**config.mk**
```make
export PLATFORM = sky130hd
export DESIGN_NAME = ias_sequencer
export DESIGN_NICKNAME = d
export VERILOG_FILES = /design/src/rtl/ias_pkg.sv /design/src/rtl/ias_arbiter.sv /design/src/rtl/ias_sequencer.sv
export SDC_FILE = /design/constraint.sdc
export NUM_CORES = 1
export LEC_CHECK = 0
export ABC_AREA = 1
export ABC_CLOCK_PERIOD_IN_PS = 2650
export BUFFER_PORTS_ARGS = -buffer_cell sky130_fd_sc_hd__buf_2
export CORE_MARGIN = 4
export CORE_UTILIZATION = 52
export DETAILED_ROUTE_END_ITERATION = 6
export PLACE_DENSITY_LB_ADDON = 0.08
export REMOVE_ABC_BUFFERS = 1
export SYNTH_ARGS = -nofsm -noshare
export SYNTH_HDL_FRONTEND = slang
export SYNTH_SLANG_ARGS = --single-unit
```
**constraint.sdc**
```tcl
create_clock -name clock -period 2.65 [get_ports clock]
set_input_delay 0.53 -clock clock [delete_from_list [all_inputs] [get_ports clock]]
set_output_delay 0.53 -clock clock [all_outputs]
set_load 0.03 [all_outputs]
```
**src/rtl/ias_pkg.sv**
```systemverilog
// Shared constants and types of the interrupt arbitration sequencer
`default_nettype none

package ias_pkg;

  // Widths
  localparam int unsigned DATA_W    = 8;
  localparam int unsigned ADDR_W    = 4;
  localparam int unsigned LEVEL_W   = 3;
  localparam int unsigned PC_W      = 16;
  localparam int unsigned NUM_LEVEL = 8;

  // Register offsets
  localparam logic [ADDR_W-1:0] OFS_CTRL    = 4'h0;
  localparam logic [ADDR_W-1:0] OFS_NEST    = 4'h1;
  localparam logic [ADDR_W-1:0] OFS_SEGCFG  = 4'h2;
  localparam logic [ADDR_W-1:0] OFS_CODESEG = 4'h3;
  localparam logic [ADDR_W-1:0] OFS_INTSEG  = 4'h4;
  localparam logic [ADDR_W-1:0] OFS_VECPTR  = 4'h5;
  localparam logic [ADDR_W-1:0] OFS_STATUS  = 4'h6;

  // Field positions
  localparam int unsigned CTRL_LVL_LSB   = 0;
  localparam int unsigned CTRL_GIE_BIT   = 4;
  localparam int unsigned CTRL_MODE_BIT  = 5;
  localparam int unsigned SEGCFG_SSE_BIT = 0;
  localparam int unsigned STAT_BUSY_BIT  = 0;
  localparam int unsigned STAT_ALT_BIT   = 1;
  localparam int unsigned STAT_DEPTH_LSB = 4;
  localparam int unsigned DEPTH_W        = 4;

  // Reset values
  localparam logic [LEVEL_W-1:0]   LVL_RST   = 3'h7;
  localparam logic                 GIE_RST   = 1'b0;
  localparam logic                 MODE_RST  = 1'b0;
  localparam logic [NUM_LEVEL-1:0] NEST_RST  = 8'h00;
  localparam logic                 SSE_RST   = 1'b0;
  localparam logic [DATA_W-1:0]    SEG_RST   = 8'h00;
  localparam logic [DATA_W-1:0]    VECP_RST  = 8'h00;
  localparam logic [DEPTH_W-1:0]   DEPTH_RST = 4'h0;

  typedef enum logic [3:0] {
    ST_IDLE,
    ST_PUSH_PCL,
    ST_PUSH_PCH,
    ST_PUSH_SEG,
    ST_PUSH_FLG,
    ST_VEC_REQ,
    ST_VEC_WAIT,
    ST_VEC_TAKE,
    ST_POP_REQ,
    ST_POP_WAIT,
    ST_POP_TAKE
  } ias_state_t;

  typedef enum logic [1:0] {
    POP_FLG,
    POP_SEG,
    POP_PCH,
    POP_PCL
  } ias_pop_t;

endpackage : ias_pkg

`default_nettype wire

```
**src/rtl/ias_arbiter.sv**
```systemverilog
// Priority arbiter: lowest level wins, lowest channel index breaks ties
`default_nettype none

module ias_arbiter
  import ias_pkg::*;
#(
  parameter int unsigned NUM_CH = 16,
  parameter int unsigned CH_W   = 4
)
(
  // Requests
  input  wire logic [NUM_CH-1:0]         req_pending,
  input  wire logic [NUM_CH*LEVEL_W-1:0] req_level,
  // Winner
  output logic                           win_valid,
  output logic [LEVEL_W-1:0]             win_level,
  output logic [CH_W-1:0]                win_index
);

  logic [NUM_CH:0]      v_c;
  logic [LEVEL_W-1:0]   l_c [NUM_CH+1];
  logic [CH_W-1:0]      i_c [NUM_CH+1];

  assign v_c[0] = 1'b0;
  assign l_c[0] = LVL_RST;
  assign i_c[0] = '0;

  generate
    for (genvar g = 0; g < NUM_CH; g++)
    begin : g_stage
      logic [LEVEL_W-1:0] lvl;
      logic               take;
      assign lvl      = req_level[g*LEVEL_W +: LEVEL_W]; // RL24
      // Strict compare keeps the earlier channel on equal levels
      assign take     = req_pending[g] && (!v_c[g] || (lvl < l_c[g])); // RL4
      assign v_c[g+1] = v_c[g] | req_pending[g];
      assign l_c[g+1] = take ? lvl : l_c[g];
      assign i_c[g+1] = take ? CH_W'(g) : i_c[g];
    end
  endgenerate

  assign win_valid = v_c[NUM_CH];
  assign win_level = l_c[NUM_CH];
  assign win_index = i_c[NUM_CH];

endmodule : ias_arbiter

`default_nettype wire

```
**src/rtl/ias_sequencer.sv**
```systemverilog
// Interrupt arbitration, entry and return sequencer with register port
//
// Chosen here: strobed register access and the placing of the registers.
`default_nettype none

// Overview of operation
// RL1: Two arbitration modes, concurrent or nested, picked by one control bit.
// RL2: Mode bit clear means concurrent; it resets clear.
// RL3: Concurrent mode never changes the current level by hardware.
// RL4: Each instruction boundary arbitrates for the highest priority request.
// RL5: Acknowledge first clears the global enable.
// RL6: Entry pushes PC low, PC high, code segment if enabled, then flags.
// RL7: After pushes, PC loads the 16-bit vector chosen by the vector pointer.
// RL8: Entry copies interrupt segment to code segment, or fetches from it.
// RL9: Return pops flags, code segment if enabled, PC high, PC low.
// RL10: Return sets the global enable again after restoring the PC.
// RL11: Concurrent return without segment save resumes fetch from code segment.
// RL12: Requests while disabled stay pending until enable instruction runs.
// RL13: Concurrent mode keeps no serviced level; any pending request wins. The code still acknowledges only a level below the current level.
// RL14: Software should use the enable instruction in routines only when nested.
// RL15: Concurrent nesting needs segment save or equal segment pointers.
// RL16: Every service routine must end with the return instruction.
// RL17: Nested acknowledge sets the stack bit indexed by the current level.
// RL18: Nested acknowledge then loads the current level with request level.
// RL19: Nested entry: disable, save level, load level, then pushes and vector.
// RL20: Nested return restores the current level from the level stack.
// RL21: Nested return without save leaves interrupt segment while nested.
// RL22: Current level is 3-bit read/write, reset to 7.
// RL23: Acknowledge only when request level is strictly below current level.
// RL24: Each channel has a 3-bit level, 0 highest, 7 lowest.
// RL25: Restore takes the lowest set stack bit and clears it.
// RL26: All sequencing is clocked; reset clears level stack and enable.
module ias_sequencer
  import ias_pkg::*;
#(
  parameter int unsigned NUM_CH = 16,
  parameter int unsigned CH_W   = 4
)
(
  // Clock and reset
  input  wire logic                      clock,
  input  wire logic                      reset_n,
  // Register port
  input  wire logic [ADDR_W-1:0]         reg_addr,
  input  wire logic [DATA_W-1:0]         reg_wdata,
  input  wire logic                      reg_wr,
  input  wire logic                      reg_rd,
  output logic [DATA_W-1:0]              reg_rdata,
  // Interrupt requests
  input  wire logic [NUM_CH-1:0]         req_pending,
  input  wire logic [NUM_CH*LEVEL_W-1:0] req_level,
  // Instruction sequencer
  input  wire logic                      instr_boundary,
  input  wire logic                      enable_irq_exec,
  input  wire logic                      irq_return_exec,
  input  wire logic [PC_W-1:0]           pc_current,
  input  wire logic [DATA_W-1:0]         flags_current,
  // Acknowledge
  output logic                           ack_pulse,
  output logic [CH_W-1:0]                ack_channel,
  // System stack
  output logic                           stack_push,
  output logic                           stack_pop,
  output logic [DATA_W-1:0]              stack_wdata,
  input  wire logic [DATA_W-1:0]         stack_rdata,
  // Vector table
  output logic                           vec_read,
  output logic [DATA_W-1:0]              vec_addr,
  output logic [DATA_W-1:0]              vec_segment,
  input  wire logic [PC_W-1:0]           vec_data,
  // Core state loads
  output logic                           pc_load,
  output logic [PC_W-1:0]                pc_value,
  output logic                           flags_load,
  output logic [DATA_W-1:0]              flags_value,
  // Status
  output logic [DATA_W-1:0]              fetch_segment,
  output logic                           busy,
  output logic                           global_interrupt_enable,
  output logic [LEVEL_W-1:0]             current_priority_level
);

  ias_state_t             st_q, st_d;
  ias_pop_t               item_q, item_d;
  logic                   gie_q, gie_d;
  logic                   nested_q, nested_d;
  logic [LEVEL_W-1:0]     lvl_q, lvl_d;
  logic [NUM_LEVEL-1:0]   nest_q, nest_d;
  logic                   sse_q, sse_d;
  logic [DATA_W-1:0]      code_seg_q, code_seg_d;
  logic [DATA_W-1:0]      int_seg_q, int_seg_d;
  logic [DATA_W-1:0]      vec_ptr_q, vec_ptr_d;
  logic [DEPTH_W-1:0]     depth_q, depth_d;
  logic                   alt_q, alt_d;
  logic [CH_W-1:0]        ch_q, ch_d;
  logic [PC_W-1:0]        pc_sav_q, pc_sav_d;
  logic [DATA_W-1:0]      flg_sav_q, flg_sav_d;
  logic [DATA_W-1:0]      pch_q, pch_d;
  logic                   ack_q, ack_d;
  logic                   push_q, push_d;
  logic                   pop_q, pop_d;
  logic [DATA_W-1:0]      swd_q, swd_d;
  logic                   vrd_q, vrd_d;
  logic [DATA_W-1:0]      vaddr_q, vaddr_d;
  logic                   pcl_q, pcl_d;
  logic [PC_W-1:0]        pcv_q, pcv_d;
  logic                   fll_q, fll_d;
  logic [DATA_W-1:0]      flv_q, flv_d;
  logic [DATA_W-1:0]      fseg_q;
  logic [DATA_W-1:0]      rdata_q;
  logic                   busy_q;

  logic                   win_valid;
  logic [LEVEL_W-1:0]     win_level;
  logic [CH_W-1:0]        win_index;

  ias_arbiter #(
    .NUM_CH (NUM_CH),
    .CH_W   (CH_W)
  ) u_arb (
    .req_pending (req_pending),
    .req_level   (req_level),
    .win_valid   (win_valid),
    .win_level   (win_level),
    .win_index   (win_index)
  );

  // Decode
  wire logic wr_ctrl  = reg_wr && (reg_addr == OFS_CTRL);
  wire logic wr_nest  = reg_wr && (reg_addr == OFS_NEST);
  wire logic wr_seg   = reg_wr && (reg_addr == OFS_SEGCFG);
  wire logic wr_code  = reg_wr && (reg_addr == OFS_CODESEG);
  wire logic wr_int   = reg_wr && (reg_addr == OFS_INTSEG);
  wire logic wr_vecp  = reg_wr && (reg_addr == OFS_VECPTR);

  // Requests are never consumed here; disabled ones simply wait
  wire logic take_ack = (st_q == ST_IDLE) && instr_boundary && gie_q   // RL12
                        && win_valid && (win_level < lvl_q)            // RL23
                        && !irq_return_exec;
  wire logic take_ret = (st_q == ST_IDLE) && irq_return_exec;
  wire logic pop_last = (st_q == ST_POP_TAKE) && (item_q == POP_PCL);

  // Lowest set bit of the level stack is the most recent save
  wire logic [NUM_LEVEL-1:0] nest_low =
    nest_q & NUM_LEVEL'(~nest_q + NUM_LEVEL'(1));                     // RL25
  logic [LEVEL_W-1:0] low_idx;
  always_comb
  begin
    low_idx = LVL_RST;
    for (int i = NUM_LEVEL - 1; i >= 0; i--)
      if (nest_q[i])
        low_idx = LEVEL_W'(i);
  end
  wire logic [LEVEL_W-1:0] restore_lvl = (nest_q == NEST_RST) ? LVL_RST
                                                              : low_idx;

  wire logic [DATA_W-1:0] ctrl_rd =
    DATA_W'({nested_q, gie_q, 1'b0, lvl_q});
  wire logic [DATA_W-1:0] stat_rd =
    DATA_W'({depth_q, 2'b00, alt_q, (st_q != ST_IDLE)});
  wire logic [DATA_W-1:0] rd_mux =
    (reg_addr == OFS_CTRL)    ? ctrl_rd :
    (reg_addr == OFS_NEST)    ? nest_q :
    (reg_addr == OFS_SEGCFG)  ? DATA_W'(sse_q) :
    (reg_addr == OFS_CODESEG) ? code_seg_q :
    (reg_addr == OFS_INTSEG)  ? int_seg_q :
    (reg_addr == OFS_VECPTR)  ? vec_ptr_q :
    (reg_addr == OFS_STATUS)  ? stat_rd : '0;

  always_comb
  begin
    st_d       = st_q;
    item_d     = item_q;
    gie_d      = gie_q;
    nested_d   = nested_q;
    lvl_d      = lvl_q;
    nest_d     = nest_q;
    sse_d      = sse_q;
    code_seg_d = code_seg_q;
    int_seg_d  = int_seg_q;
    vec_ptr_d  = vec_ptr_q;
    depth_d    = depth_q;
    alt_d      = alt_q;
    ch_d       = ch_q;
    pc_sav_d   = pc_sav_q;
    flg_sav_d  = flg_sav_q;
    pch_d      = pch_q;
    ack_d      = 1'b0;
    push_d     = 1'b0;
    pop_d      = 1'b0;
    swd_d      = swd_q;
    vrd_d      = 1'b0;
    vaddr_d    = vaddr_q;
    pcl_d      = 1'b0;
    pcv_d      = pcv_q;
    fll_d      = 1'b0;
    flv_d      = flv_q;
    // Software writes first; sequencer updates below override them
    if (wr_ctrl)
    begin
      lvl_d    = reg_wdata[CTRL_LVL_LSB +: LEVEL_W];                  // RL22
      gie_d    = reg_wdata[CTRL_GIE_BIT];
      nested_d = reg_wdata[CTRL_MODE_BIT];                            // RL1
    end
    if (wr_nest)
      nest_d = reg_wdata;
    if (wr_seg)
      sse_d = reg_wdata[SEGCFG_SSE_BIT];
    if (wr_code)
      code_seg_d = reg_wdata;
    if (wr_int)
      int_seg_d = reg_wdata;
    if (wr_vecp)
      vec_ptr_d = reg_wdata;
    if (enable_irq_exec)
      gie_d = 1'b1;                                                   // RL12
    case (st_q)
      ST_IDLE:
      begin
        if (take_ret)
        begin
          item_d = POP_FLG;
          st_d   = ST_POP_REQ;
        end
        else if (take_ack)
        begin
          gie_d     = 1'b0;                                           // RL5
          ack_d     = 1'b1;
          ch_d      = win_index;
          pc_sav_d  = pc_current;
          flg_sav_d = flags_current;
          depth_d   = DEPTH_W'(depth_q + DEPTH_W'(1));
          // Concurrent mode leaves the level alone
          if (nested_q)                                          // RL3 RL13
          begin
            nest_d[lvl_q] = 1'b1;                                     // RL17
            lvl_d         = win_level;                                // RL18
          end
          st_d = ST_PUSH_PCL;                                         // RL19
        end
      end
      ST_PUSH_PCL:
      begin
        push_d = 1'b1;                                                // RL6
        swd_d  = pc_sav_q[DATA_W-1:0];
        st_d   = ST_PUSH_PCH;
      end
      ST_PUSH_PCH:
      begin
        push_d = 1'b1;                                                // RL6
        swd_d  = pc_sav_q[PC_W-1:DATA_W];
        st_d   = sse_q ? ST_PUSH_SEG : ST_PUSH_FLG;
      end
      ST_PUSH_SEG:
      begin
        push_d = 1'b1;                                                // RL6
        swd_d  = code_seg_q;
        st_d   = ST_PUSH_FLG;
      end
      ST_PUSH_FLG:
      begin
        push_d = 1'b1;                                                // RL6
        swd_d  = flg_sav_q;
        st_d   = ST_VEC_REQ;
      end
      ST_VEC_REQ:
      begin
        vrd_d   = 1'b1;                                               // RL7
        vaddr_d = DATA_W'(vec_ptr_q + DATA_W'({ch_q, 1'b0}));
        st_d    = ST_VEC_WAIT;
      end
      ST_VEC_WAIT:
        st_d = ST_VEC_TAKE;
      ST_VEC_TAKE:
      begin
        pcl_d = 1'b1;                                                 // RL7
        pcv_d = vec_data;
        if (sse_q)
          code_seg_d = int_seg_q;                                     // RL8
        else
          alt_d = 1'b1;                                               // RL8
        st_d = ST_IDLE;
      end
      ST_POP_REQ:
      begin
        pop_d = 1'b1;                                                 // RL9
        st_d  = ST_POP_WAIT;
      end
      ST_POP_WAIT:
        st_d = ST_POP_TAKE;
      ST_POP_TAKE:
      begin
        st_d = ST_POP_REQ;
        case (item_q)
          POP_FLG:
          begin
            fll_d  = 1'b1;                                            // RL9
            flv_d  = stack_rdata;
            item_d = sse_q ? POP_SEG : POP_PCH;
          end
          POP_SEG:
          begin
            code_seg_d = stack_rdata;                                 // RL9
            item_d     = POP_PCH;
          end
          POP_PCH:
          begin
            pch_d  = stack_rdata;                                     // RL9
            item_d = POP_PCL;
          end
          default:
          begin
            pcl_d   = 1'b1;                                           // RL9
            pcv_d   = {pch_q, stack_rdata};
            gie_d   = 1'b1;                                           // RL10
            st_d    = ST_IDLE;
            depth_d = (depth_q == DEPTH_RST) ? DEPTH_RST
                                             : DEPTH_W'(depth_q - DEPTH_W'(1));
            if (nested_q)
            begin
              lvl_d  = restore_lvl;                                   // RL20
              nest_d = nest_d & ~nest_low;                            // RL25
            end
            if (!sse_q && (!nested_q || (depth_q <= DEPTH_W'(1))))
              alt_d = 1'b0;                                           // RL11 RL21
          end
        endcase
      end
      default:
        st_d = ST_IDLE;
    endcase
  end

  always_ff @(posedge clock or negedge reset_n)
  begin
    if (!reset_n)
    begin
      st_q     <= ST_IDLE;
      item_q   <= POP_FLG;
      gie_q    <= GIE_RST;                                            // RL26
      nested_q <= MODE_RST;                                           // RL2
      lvl_q    <= LVL_RST;                                            // RL22
      nest_q   <= NEST_RST;                                           // RL26
      sse_q    <= SSE_RST;
      depth_q  <= DEPTH_RST;
      alt_q    <= 1'b0;
    end
    else
    begin
      st_q     <= st_d;
      item_q   <= item_d;
      gie_q    <= gie_d;
      nested_q <= nested_d;
      lvl_q    <= lvl_d;
      nest_q   <= nest_d;
      sse_q    <= sse_d;
      depth_q  <= depth_d;
      alt_q    <= alt_d;
    end
  end

  always_ff @(posedge clock or negedge reset_n)
  begin
    if (!reset_n)
    begin
      code_seg_q <= SEG_RST;
      int_seg_q  <= SEG_RST;
      vec_ptr_q  <= VECP_RST;
      ch_q       <= '0;
      pc_sav_q   <= '0;
      flg_sav_q  <= '0;
      pch_q      <= '0;
    end
    else
    begin
      code_seg_q <= code_seg_d;
      int_seg_q  <= int_seg_d;
      vec_ptr_q  <= vec_ptr_d;
      ch_q       <= ch_d;
      pc_sav_q   <= pc_sav_d;
      flg_sav_q  <= flg_sav_d;
      pch_q      <= pch_d;
    end
  end

  // Output flops; the fetch segment is registered from next values
  always_ff @(posedge clock or negedge reset_n)
  begin
    if (!reset_n)
    begin
      ack_q   <= 1'b0;
      push_q  <= 1'b0;
      pop_q   <= 1'b0;
      swd_q   <= '0;
      vrd_q   <= 1'b0;
      vaddr_q <= '0;
      pcl_q   <= 1'b0;
      pcv_q   <= '0;
      fll_q   <= 1'b0;
      flv_q   <= '0;
      fseg_q  <= SEG_RST;
      rdata_q <= '0;
      busy_q  <= 1'b0;
    end
    else
    begin
      ack_q   <= ack_d;
      push_q  <= push_d;
      pop_q   <= pop_d;
      swd_q   <= swd_d;
      vrd_q   <= vrd_d;
      vaddr_q <= vaddr_d;
      pcl_q   <= pcl_d;
      pcv_q   <= pcv_d;
      fll_q   <= fll_d;
      flv_q   <= flv_d;
      fseg_q  <= alt_d ? int_seg_d : code_seg_d;                      // RL8
      rdata_q <= reg_rd ? rd_mux : '0;
      busy_q  <= (st_d != ST_IDLE);
    end
  end

  assign reg_rdata               = rdata_q;
  assign ack_pulse               = ack_q;
  assign ack_channel             = ch_q;
  assign stack_push              = push_q;
  assign stack_pop               = pop_q;
  assign stack_wdata             = swd_q;
  assign vec_read                = vrd_q;
  assign vec_addr                = vaddr_q;
  assign vec_segment             = int_seg_q;
  assign pc_load                 = pcl_q;
  assign pc_value                = pcv_q;
  assign flags_load              = fll_q;
  assign flags_value             = flv_q;
  assign fetch_segment           = fseg_q;
  assign busy                    = busy_q;
  assign global_interrupt_enable = gie_q;
  assign current_priority_level  = lvl_q;
endmodule : ias_sequencer

`default_nettype wire

```
==> results.md <==
* Crit Path Max Fanout at 6
* Achievable frequency at 96.94 MHz
* Period utilization at 389.3%
* H-tree lvl count at 4
* Row count at 47
* Status: finished with violations
* Post-route insts no fill at 1894
* CTS Buf Count at 17
* Tot Pwr at 13.93 mW
* Worst setup SP type: primary input
* Vias at 10510
* CP Capture Type: flip-flop
* Fin worst setup slack at -7.666 ns
* Yosys warns at 0
* Most frequent cells in the layout: 326 x nand2_1, 205 x buf_2, 174 x inv_1
* Minimum clock period at 10.32 ns
* Number of synthesized register bits at 148
* Total Nets Final at 1810
* Post-Syn Area at 0.008947 mm2
* Most frequent CP cell: nand2_4
* Number of library cell types mapped by synthesis at 41
* Initial Utilization at 53.57%
* # DRC at 2
* PortBufs at 209
* Violations in the final reports: design-rule violations, negative setup slack
* Clock Sinks at 148
* Grt ovf at 0
* Skew final at 0.006747 ns
* Simple-gate share of the synthesized area at 31.32%
* Max incr delay on CP at 0.32 ns
* First-pass GRT wire length at 48460 um
* Number of global-route vias before repair at 9762
* Die extent in y at 139.2 um
* Placed insts at 1810
* Core area at 0.01670 mm2
* Hold-fix buffers, CTS at 0
* Worst Tran Pin Value at 0.6061 ns
* Max-slew violations at 0
* RSZ-0062 raised after global routing: true
* Total of max-cap violations at 0
* Share of post-route cells with drive strength above 1 at 38.53%
* Clock Pin Slew Worst Setup and Hold Paths at 0.06 ns
* Drt via density at 5.548
* Mux contribution to synthesized area at 0%
* Commonest non-fill, non-tap cell in the layout: nand2_1
* Largest net degree at the start of global routing at 63
* Skew-Pair Late Insertion Delay at 0.44 ns
* Slowest-stage cell, CP: ha_1
* DRT iter0 DRCs at 875
* DRT antenna net count at 0
* Synthesized area per cell at 7.007 um2
* Hold Vio Cnt, Final at 0
* N_diodes at 0
* Synth Area in Adders at 2.601%
* CTS Buffer Depth at 2
* Post-DP HPWL at 21210 um
* P&R area growth vs syn at 47.84%
* Initial antenna violation count at 1
* Peak VDD IR at 0.7497 mV
* Fin Setup TNS at -356.38 ns
* Die Span X at 139.2 um
* GRT Overall Usage at 30.73%
* Worst hold path type: in2async
* Endpoints failing setup at 47
* Clk Tree Root Cell: clkbuf_16
* Worst EP required at 2.97 ns
* Wire per inst at 17.39 um
* Pre-CTS setup slack at -7.602 ns
* CP Class: in2reg
* Final wirelength at 32940 um
* Sequential-to-total area share from yosys stat at 41.43%
* Routability cong. at 1.015
* Fin util at 79.20%
* CP arrival at 10.63 ns
* Worst slew margin at 59.59%
* Die Area at 0.01937 mm2
* I/O pin cnt at 210
* Drt first pass iters at 7
* P per Cell Area at 1053 mW/mm2
* Compound-cell area share of the yosys netlist at 14.38%
* Pleak at 7.146 nW
* Cells after Synth at 1277
* CTS tree: yes
* Worst R2R Setup Slack at 0.46 ns
* Post-Synth XOR/XNOR Area at 0.6852%
* Largest family of logic cells by synthesized area: simple AND/OR/NAND/NOR gates
[metrics by stage]
stage	hold slack [ns]	area, um2
floorplan	0.2344	8831
global placement	0.4623	11170
detailed placement	0.4655	11170
CTS	0.08751	12510
global route	0.1115	13230
finish	0.07301	13230
[metal layers]
| layer | GRT usage, % | vias up | routed length, um |
|---|---|---|---|
| met4 | 10.66 | 2 | 1264 |
| met3 | 7.862 | 112 | 2902 |
| li1 | - | 4921 | - |
| met2 | 53.18 | 534 | 16440 |
| met5 | 0 | - | 19 |
| met1 | 37.35 | 4939 | 12310 |
[cells by family after synthesis]
family	count (synthesis)
and+or+nand+nor	664
DFF	148
xor gates and xnor gates	7
buffers and inverters	221
adders and majority gates	18
AOI/OAI and AO/OA	219
[power by group]
part | total [mW] | leakage, nW | switching (mW) | internal [mW]
logic | 7.69 | 5.08 | 4.69 | 3.01
clock network | 2.46 | 0.289 | 1.01 | 1.45
registers | 3.78 | 1.77 | 0.659 | 3.12
total | 13.9 | 7.15 | 6.36 | 7.58
[area by class of cell]
class	instances	area, um2
Clock inverter	12	141.4
Inverter	196	748.2
Fill cell	1197	3473
Tap cell	220	275.3
Multi-Input combinational cell	908	5280
Sequential cell	148	3707
Timing Repair Buffer	390	2619
Clock buffer	20	456.7
[path summary, 6_finish.rpt]
check,start,end,cells past startpoint
max,req_level[1],flg_sav_q[2]$_DFFE_PN0P_,119
min,reset_n,pc_value[0]$_DFFE_PN0P_,1
min reg2reg,stack_wdata[7]$_DFFE_PN0P_,stack_wdata[7]$_DFFE_PN0P_,2
max in group asynchronous,reset_n,nested_q$_DFFE_PN0P_,2
min in group clock,pc_current[6],pc_sav_q[6]$_DFFE_PN0P_,3
max reg2reg,st_q[2]$_DFF_PN0_,flg_sav_q[2]$_DFFE_PN0P_,12
[timing repair]
action | in CTS | in global routing
setup endpoints to repair | 47 | 47
cloned | 4 | 1
buffers inserted | 34 | 13
resized for setup | 113 | 138
pin swaps | 25 | 83
[worst max-delay path: cells and delay by family]
kind / cells / cell delay [ns]
AO/OA/AOI/OAI: 5 / 0.34
buffers and inverters: 15 / 1.31
AND/OR/NAND/NOR: 96 / 7.55
adder cells (fa/ha/maj): 3 / 0.87
[synth_stat cells]
cell / number / area, um2
a211oi_1: 3 / 22.52
a21oi_1: 31 / 155.2
a221oi_1: 13 / 113.9
a22oi_1: 2 / 15.01
a311oi_1: 3 / 26.28
a31oi_1: 18 / 112.6
and2_1: 2 / 12.51
buf_1: 2 / 7.510
buf_2: 3 / 15.01
buf_4: 3 / 22.52
buf_6: 1 / 11.26
clkbuf_1: 16 / 60.06
clkinv_4: 1 / 8.760
dfrtp_1: 145 / 3628
dfstp_2: 3 / 78.83
fa_1: 1 / 20.02
ha_1: 17 / 212.7
inv_1: 184 / 690.7
inv_2: 11 / 41.29
nand2_1: 417 / 1565
nand2_2: 30 / 187.7
nand2_4: 2 / 22.52
nand3_1: 90 / 450.4
nand3_2: 3 / 30.03
nand3_4: 1 / 17.52
nand3b_1: 2 / 15.01
nand4_1: 16 / 100.1
nor2_1: 87 / 326.6
nor3_1: 10 / 50.05
nor4_1: 1 / 6.260
o211a_1: 2 / 20.02
o211ai_1: 8 / 60.06
o21ai_0: 102 / 510.5
o21ai_1: 14 / 70.07
o221ai_1: 12 / 105.1
o22ai_1: 7 / 43.79
o2bb2ai_1: 1 / 8.760
o31ai_1: 3 / 22.52
or2_2: 3 / 18.77
xnor2_1: 2 / 17.52
xor2_1: 5 / 43.79
(Power assumes the default switching activity.)
